**src/hw/itb_pkg.sv**
```systemverilog
// How it works
// - power-on puts talker and poll idle
// - interface clear or disable-talker forces idle
// - own talk address under attention addresses talker
// - extended enable uses primary plus secondary addressing
// - talk low-bit-ignore accepts two talk addresses
// - listen low-bit-ignore accepts two listen addresses
// - addressed becomes active when attention drops
// - attention true returns active to addressed
// - serial poll enable enters poll-active instead of talker-active once attention drops
// - no data bytes while serial poll enabled
// - talk-only goes through addressed into active
// - other talk address unaddresses the talker
// - own listen address unaddresses the talker
// - power-on is reset pin or software reset
// - poll word write configures, zero write unconfigures
// - ready and accepted pins are positive logic
// - acceptor lines combine as logical AND
// - release data valid only after all accepted or attention true
// - ready and accepted both high is error; flagged only while talker or poll active
package itb_pkg;
    // ========================================
    // command coding
    localparam logic [1:0] GRP_LISTEN   = 2'h1;
    localparam logic [1:0] GRP_TALK     = 2'h2;
    localparam logic [1:0] GRP_SECOND   = 2'h3;
    localparam logic [6:0] CMD_SPE      = 7'h18;
    localparam logic [6:0] CMD_SPD      = 7'h19;
    localparam logic [4:0] ADDR_UNADDR  = 5'h1F;
    localparam logic [4:0] ADDR_RST     = 5'h00;
    localparam logic [7:0] PP_UNCONFIG  = 8'h00;
    localparam logic [7:0] PP_RST       = 8'h00;
    localparam int         ADDR_LSB_POS = 0;

    typedef enum logic [2:0] {
        TALKER_IDLE_STATE      = 3'b001,
        TALKER_ADDRESSED_STATE = 3'b010,
        TALKER_ACTIVE_STATE    = 3'b100
    } itb_talk_t;

    typedef enum logic [2:0] {
        SH_IDLE  = 3'b001,
        SH_VALID = 3'b010,
        SH_WAIT  = 3'b100
    } itb_src_t;
endpackage : itb_pkg

```
**src/hw/itb_talker.sv**
```systemverilog
`timescale 1ns/1ps
`default_nettype none
module itb_talker (
    input  wire logic       i_clock,
    input  wire logic       i_sys_rst,
    input  wire logic       i_soft_rst,
    input  wire logic       i_atn,
    input  wire logic       i_ifc,
    input  wire logic [7:0] i_bus_data,
    input  wire logic       i_cmd_accepted,
    input  wire logic       i_ready_for_byte_pin,
    input  wire logic       i_accepted_pin,
    input  wire logic [4:0] i_my_addr,
    input  wire logic [4:0] i_my_secondary,
    input  wire logic       i_talk_addr_low_bit_ignore,
    input  wire logic       i_listen_addr_low_bit_ignore,
    input  wire logic       i_ext_talker_en,
    input  wire logic       i_disable_talker,
    input  wire logic       i_talk_only,
    input  wire logic       i_auto_unaddr,
    input  wire logic       i_pp_write,
    input  wire logic [7:0] i_pp_word,
    input  wire logic       i_tx_valid,
    input  wire logic [7:0] i_tx_data,
    input  wire logic [7:0] i_status_byte,
    output logic            o_tx_ready,
    output logic            o_data_valid_pin,
    output logic [7:0]      o_dio,
    output logic            o_dio_oe,
    output logic            o_talker_idle_state,
    output logic            o_talker_addressed_state,
    output logic            o_talker_active_state,
    output logic            o_serial_poll_active_state,
    output logic            o_serial_poll_idle_state,
    output logic            o_listen_addr_match,
    output logic            o_pp_configured,
    output logic [7:0]      o_pp_config,
    output logic            o_hs_error,
    output logic            o_pon
);
    import itb_pkg::*;

    // ========================================
    // pin synchronisers
    // only the second stage feeds logic, against metastability
    logic [4:0] s1_ff;
    logic [4:0] s2_ff;
    always_ff @(posedge i_clock) begin
        s1_ff <= {i_atn, i_ifc, i_cmd_accepted,
                  i_ready_for_byte_pin, i_accepted_pin};
        s2_ff <= s1_ff;
    end
    logic atn, ifc, cmd_acc, ready_for_byte_pin, dac;
    assign atn     = s2_ff[4];
    assign ifc     = s2_ff[3];
    assign cmd_acc = s2_ff[2];
    assign ready_for_byte_pin     = s2_ff[1];     // high means ready
    assign dac     = s2_ff[0];     // high means accepted

    // ========================================
    // power-on term
    logic pon;
    assign pon   = i_sys_rst | i_soft_rst;
    assign o_pon = pon;
    // the processor must drop i_soft_rst after reset; until then all stays idle

    // ========================================
    // address decode
    function automatic logic addr_eq(input logic [4:0] a,
                                     input logic [4:0] b,
                                     input logic       ign);
        logic [4:0] m;
        m = {4'hF, ~ign};
        addr_eq = ((a ^ b) & m) == 5'h00;
    endfunction : addr_eq

    logic cmd_new_ff;
    logic cmd_ev;
    always_ff @(posedge i_clock) begin
        if (i_sys_rst) begin
            cmd_new_ff <= 1'b0;
        end else begin
            cmd_new_ff <= cmd_acc;
        end
    end
    // one command per accepted byte, only under attention
    assign cmd_ev = cmd_acc & ~cmd_new_ff & atn;

    logic [1:0] grp;
    logic [4:0] adr;
    assign grp = i_bus_data[6:5];
    assign adr = i_bus_data[4:0];

    logic mta, ota, mla, msa, spe, spd;
    logic is_listen, is_talk;
    logic own_listen, own_talk;

    always_comb begin
        is_listen  = grp == GRP_LISTEN;
        is_talk    = grp == GRP_TALK;
        own_listen = addr_eq(adr, i_my_addr,
                             i_listen_addr_low_bit_ignore);
        own_talk   = addr_eq(adr, i_my_addr,
                             i_talk_addr_low_bit_ignore);
        mla        = cmd_ev & is_listen & own_listen;
        mta        = cmd_ev & is_talk & own_talk;
        // any other talk address, untalk included, is another talker
        ota        = cmd_ev & is_talk & ~own_talk;
        // own listen address unaddresses the talker when asked
        if (i_auto_unaddr & mla) begin
            ota = 1'b1;
        end
        spe        = cmd_ev & (i_bus_data[6:0] == CMD_SPE);
        spd        = cmd_ev & (i_bus_data[6:0] == CMD_SPD);
    end

    assign o_listen_addr_match = mla;

    // extended path: primary match arms, matching secondary addresses
    logic prim_ff;
    always_ff @(posedge i_clock) begin
        if (pon | ifc) begin
            prim_ff <= 1'b0;
        end else if (cmd_ev) begin
            prim_ff <= mta & i_ext_talker_en;
        end
    end
    assign msa = cmd_ev & prim_ff & grp == GRP_SECOND &
                 adr == i_my_secondary;

    // ========================================
    // talker states
    itb_talk_t t_ff;
    itb_talk_t nxt_t;
    logic addr_hit;
    assign addr_hit = i_ext_talker_en ? msa : mta;

    always_comb begin
        nxt_t = t_ff;
        unique case (t_ff)
            TALKER_IDLE_STATE: begin
                if (addr_hit | i_talk_only) begin
                    nxt_t = TALKER_ADDRESSED_STATE;
                end
            end
            TALKER_ADDRESSED_STATE: begin
                if (ota) begin
                    nxt_t = TALKER_IDLE_STATE;
                end else if (~atn) begin
                    nxt_t = TALKER_ACTIVE_STATE;
                end
            end
            TALKER_ACTIVE_STATE: begin
                if (atn) begin
                    nxt_t = TALKER_ADDRESSED_STATE;
                end
            end
        endcase
    end

    always_ff @(posedge i_clock) begin
        if (pon | ifc | i_disable_talker) begin
            t_ff <= TALKER_IDLE_STATE;
        end else begin
            t_ff <= nxt_t;
        end
    end

    // ========================================
    // serial poll mode
    // enable and disable are distinct bytes, never in one cycle
    logic spm_ff;
    always_ff @(posedge i_clock) begin
        if (pon | ifc | i_disable_talker) begin
            spm_ff <= 1'b0;
        end else if (spe) begin
            spm_ff <= 1'b1;
        end else if (spd) begin
            spm_ff <= 1'b0;
        end
    end

    // ========================================
    // state outputs
    logic talker_active_state, serial_poll_active_state;
    assign talker_active_state = (t_ff == TALKER_ACTIVE_STATE) & ~spm_ff;
    assign serial_poll_active_state = (t_ff == TALKER_ACTIVE_STATE) & spm_ff;
    assign o_talker_idle_state        = t_ff == TALKER_IDLE_STATE;
    assign o_talker_addressed_state   = t_ff == TALKER_ADDRESSED_STATE;
    assign o_talker_active_state      = talker_active_state;
    assign o_serial_poll_active_state = serial_poll_active_state;
    assign o_serial_poll_idle_state   = ~serial_poll_active_state;

    // ========================================
    // parallel poll configure
    logic [7:0] pp_ff;
    logic       ppc_ff;
    always_ff @(posedge i_clock) begin
        if (pon) begin
            pp_ff <= PP_RST;
        end else if (i_pp_write) begin
            pp_ff <= i_pp_word;
        end
    end

    always_ff @(posedge i_clock) begin
        if (pon) begin
            ppc_ff <= 1'b0;
        end else if (i_pp_write) begin
            ppc_ff <= i_pp_word != PP_UNCONFIG;
        end
    end
    assign o_pp_config     = pp_ff;
    assign o_pp_configured = ppc_ff;

    // ========================================
    // source handshake
    // ready and accepted arrive already wired-AND across listeners
    itb_src_t   sh_ff;
    itb_src_t   nxt_sh;
    logic [7:0] dio_ff;
    logic       dav_ff;
    logic       err_ff;
    logic       can_src;
    logic       src_go;
    logic       src_done;
    logic       src_clr;

    assign can_src  = talker_active_state | serial_poll_active_state;
    // a byte starts only when acceptors are ready and none still accepts
    assign src_go   = can_src & ready_for_byte_pin & ~dac & (serial_poll_active_state | i_tx_valid);
    // attention aborts the wait so the controller can take the bus
    assign src_done = dac | atn;
    // a disabled talker must not leave a byte marked valid
    assign src_clr  = pon | ifc | i_disable_talker;
    assign o_tx_ready = (sh_ff == SH_IDLE) & talker_active_state & ready_for_byte_pin & ~dac;

    always_comb begin
        nxt_sh = sh_ff;
        unique case (sh_ff)
            SH_IDLE: begin
                if (src_go) begin
                    nxt_sh = SH_VALID;
                end
            end
            SH_VALID: begin
                // data settles a cycle before valid is raised
                nxt_sh = SH_WAIT;
            end
            SH_WAIT: begin
                if (src_done) begin
                    nxt_sh = SH_IDLE;
                end
            end
        endcase
    end

    always_ff @(posedge i_clock) begin
        if (src_clr) begin
            sh_ff <= SH_IDLE;
        end else begin
            sh_ff <= nxt_sh;
        end
    end

    always_ff @(posedge i_clock) begin
        if (src_clr) begin
            dio_ff <= 8'h00;
        end else if ((sh_ff == SH_IDLE) && src_go) begin
            dio_ff <= serial_poll_active_state ? i_status_byte : i_tx_data;
        end
    end

    always_ff @(posedge i_clock) begin
        if (src_clr) begin
            dav_ff <= 1'b0;
        end else if (sh_ff == SH_VALID) begin
            dav_ff <= 1'b1;
        end else if ((sh_ff == SH_WAIT) && src_done) begin
            dav_ff <= 1'b0;
        end
    end
    assign o_data_valid_pin = dav_ff;
    assign o_dio            = dio_ff;
    assign o_dio_oe         = can_src;


    // ========================================
    // handshake error
    // both lines high while talker or poll active means no acceptor drives them: flag, keep going
    always_ff @(posedge i_clock) begin
        if (pon) begin
            err_ff <= 1'b0;
        end else begin
            err_ff <= can_src & ready_for_byte_pin & dac;
        end
    end
    assign o_hs_error = err_ff;
endmodule : itb_talker
`default_nettype wire

```
**config.mk**
```make
export PLATFORM = sky130hd
export DESIGN_NAME = itb_talker
export DESIGN_NICKNAME = d
export VERILOG_FILES = /design/src/hw/itb_pkg.sv /design/src/hw/itb_talker.sv
export SDC_FILE = /design/constraint.sdc
export NUM_CORES = 1
export LEC_CHECK = 0
export BUFFER_PORTS_ARGS = -buffer_cell sky130_fd_sc_hd__buf_2
export CAP_MARGIN = 20
export CORE_MARGIN = 2
export CORE_UTILIZATION = 39
export DETAILED_ROUTE_END_ITERATION = 12
export PLACE_DENSITY_LB_ADDON = 0.05
export REMOVE_ABC_BUFFERS = 1
export SLEW_MARGIN = 10
export SYNTH_ARGS = -nofsm -noshare
export SYNTH_HDL_FRONTEND = slang
export SYNTH_SLANG_ARGS = --single-unit
```
**constraint.sdc**
```tcl
create_clock -name i_clock -period 1.9 [get_ports i_clock]
set_input_delay 0 -clock i_clock [delete_from_list [all_inputs] [get_ports i_clock]]
set_output_delay 0 -clock i_clock [all_outputs]
set_load 0.01 [all_outputs]
```
==> flow_summary.json <==
{
  "numCtsBuffers": 5,
  "drt_pass1_iterations": 4,
  "max_freq_mhz": 583,
  "area_delta_synth_final_pct": 46.2,
  "wl_per_cell_um": 11.8,
  "final_cell_area_um2": 2440,
  "max_stage_delay_ps": 530,
  "p_leak_nw": 1.05,
  "crit_type": "input pin to register",
  "p_per_area_nw_per_um2": 759,
  "slowest_stage": "dlygate4sd3_1",
  "cts.sinks": 38,
  "clock_path_buffers": 2,
  "period_share_pct": 90.2,
  "grt-ovfl-total": 0,
  "drive_gt1_share_pct": 39.6,
  "grt_use_total_pct": 16.5,
  "syn-mean-instance-area_um2": 10.2,
  "gp_congestion": 0.773,
  "drtIter0Drc": 44,
  "maxCapViolCount": 0,
  "finalMaxSlewViolations": 0,
  "power_mw": 1.86,
  "hold_violations": 0,
  "fp-row-count": 23,
  "cts_root_buf": "clkbuf_8",
  "critPathRequiredTime_ps": 2110,
  "path_clk_slew_ps": 70,
  "synth.yosys.seq_area_share_pct": 45.5,
  "arrival_ps": 1930,
  "start_util_pct": 41.2,
  "finClkSkew_ps": 2.10,
  "drc_errors": 0,
  "clk_latency_ps": 290,
  "yosys_warnings": 0,
  "num_vias": 1535,
  "cp-start-kind": "input pin",
  "n_antenna_cell": 0,
  "coreArea_um2": 4060,
  "post-route-util_pct": 60.2,
  "timing.critical_path.cells": "dlygate4sd3_1 > buf_2 > or2_1 > nor3_1 > nand2_1 > a2111o_1 > o211ai_1",
  "setup_ws_ps": 186,
  "nFillCells": 356,
  "grt_pass1_wl_mm": 6.38,
  "fin_cells": 320,
  "final_antenna_net_count": 0,
  "maxSlewHeadroom_pct": 64.9,
  "rsz0062_at_grt": "false",
  "synthCells": 164,
  "hold_ws_ps": 5.45,
  "synth_top_area_share_pct": 45.5,
  "ys_top_cells_by_area": "dfxtp_1 46%, mux2i_1 9.6%, nor2_1 5.4%",
  "htree_num_levels": 2,
  "ys_ff_latch": 38,
  "synth_area_leader_cell": "dfxtp_1",
  "fin_crit_ps": 1710,
  "ios": 86,
  "r2r-start": "s2_ff[4]$_DFF_P_",
  "startpoint": "i_sys_rst",
  "grt_antenna_before_repair": 0,
  "place_hpwl_mm": 2.77,
  "syn-cell-area_um2": 1670,
  "dpl.cell_count": 297,
  "synth_cell_types": 40,
  "status": "finished clean",
  "setup_viol": 0,
  "preCtsSetupSlack_ps": 318,
  "crit_fanout": 4,
  "grt_max_degree": 17,
  "setup_tns_ps": 0,
  "hold_class": "input pin to register",
  "io_buffer_count": 84,
  "tritoncts": "built",
  "nets": 327,
  "grt_pass1_vias": 1463,
  "min_from": "i_disable_talker",
  "die_y_um": 69.5,
  "fp.dieW_um": 69.5,
  "vias_per_cell": 4.80,
  "finalWirelength_mm": 3.78,
  "worst_slew_pin_slew_ps": 522,
  "postPlaceCellArea_um2": 2150,
  "dieArea_um2": 4830,
  "ir_worst_vdd_v": 0.000614,
  "endpoint_kind": "register"
}
per-layer routing:
layer,GRT usage (%),vias up,wire length (um)
met5,0,-,0
met2,27.8,46,1760
met1,19.4,683,1720
li1,-,800,-
met4,5.23,0,46
met3,6.10,6,245
cell families (layout without fill, tap and decap cells):
logic type / after synthesis / after routing / share of synthesized area (%)
DFF: 38 / 38 / 45.5
muxes: 16 / 16 / 9.58
xor gates and xnor gates: 11 / 11 / 5.76
buffers and inverters: 9 / 115 / 2.77
and+or+nand+nor: 61 / 61 / 21.9
AOI/OAI and AO/OA: 29 / 29 / 14.4
power by group:
part           leakage, nW  internal, mW  switching, mW  total [mW]
sequential           0.311         0.816         0.0110       0.827
clock               0.0714         0.560          0.283       0.843
combinational        0.664         0.104         0.0816       0.186
state kept, by name (all words and copies together), names as in the netlist:
| signal | flops |
|---|---|
| o_data_valid_pin | 1 |
| t_ff | 3 |
| prim_ff | 1 |
| o_dio | 8 |
| o_hs_error | 1 |
| spm_ff | 1 |
| sh_ff | 3 |
| s2_ff | 5 |
| o_pp_configured | 1 |
| cmd_new_ff | 1 |
| s1_ff | 5 |
| o_pp_config | 8 |
cell usage after synthesis (all sizes together):
master,instances
dfxtp,38
nor4,5
nor4b,1
nor3,5
xor2,5
a32oi,1
and4bb,1
inv,4
a311oi,1
a31oi,2
o211ai,3
clkinv,1
o21a,1
mux2i,16
nand3b,1
a2111o,1
a21boi,2
nor2b,4
nand4,3
or4,1
o2111ai,1
or3b,1
clkbuf,2
buf,2
o21ai,6
a21oi,2
a211o,1
or2,1
a211oi,8
nor2,25
or3,2
nand2,6
nor3b,5
xnor2,6
cell usage in the layout (no fill, tap or decap), types with 2 or more instances in the layout:
cell type / Yosys / layout
buf_2: 0 / 84
dfxtp_1: 38 / 38
nor2_1: 24 / 24
mux2i_1: 16 / 16
dlygate4sd3_1: 0 / 15
nand2_1: 6 / 6
xnor2_1: 6 / 6
clkbuf_8: 0 / 6
nor3_1: 5 / 5
xor2_1: 5 / 5
nor3b_1: 4 / 4
nor2b_1: 4 / 4
inv_1: 4 / 4
nor4_1: 4 / 4
o21ai_0: 4 / 4
a211oi_2: 4 / 4
a211oi_1: 4 / 4
nand4_1: 3 / 3
o211ai_1: 3 / 3
buf_4: 0 / 3
or3_1: 2 / 2
a31oi_1: 2 / 2
a21oi_1: 2 / 2
o21ai_1: 2 / 2
a21boi_0: 2 / 2
bufinv_16: 0 / 2
critical path, delay by kind of cell:
kind / cells / cell delay, ps
compound gates: 2 / 490
buf+inv: 2 / 650
simple gates: 3 / 790
worst paths after layout:
path / endpoint / slack, ps / cells past startpoint
setup reg to reg: t_ff[0]$_SDFFE_PP1P_ / 320 / 5
hold / removal: sh_ff[0]$_SDFFE_PP1P_ / 5 / 3
setup / recovery: t_ff[1]$_SDFFE_PP0P_ / 190 / 7
hold reg to reg: s2_ff[0]$_DFF_P_ / 330 / 0
final cells by class:
| type | instances | area, um2 | share of cell area (%) |
|---|---|---|---|
| clock buffers | 6 | 82.6 | 3.38 |
| clock inverters | 2 | 60.1 | 2.46 |
| inverters | 5 | 20.0 | 0.819 |
| multi-input cells | 117 | 865 | 35.4 |
| flip-flops and latches | 38 | 761 | 31.1 |
| well taps | 50 | 62.6 | 2.56 |
| repair buffers | 102 | 593 | 24.3 |
repair_timing:
| action | CTS | global route |
|---|---|---|
| buffers inserted | 0 | 0 |
| hold endpoints to repair | 15 | 0 |
| hold buffers | 15 | 0 |
| gates resized for setup | 0 | 0 |
Note: power is estimated with default switching activity, not from simulation.
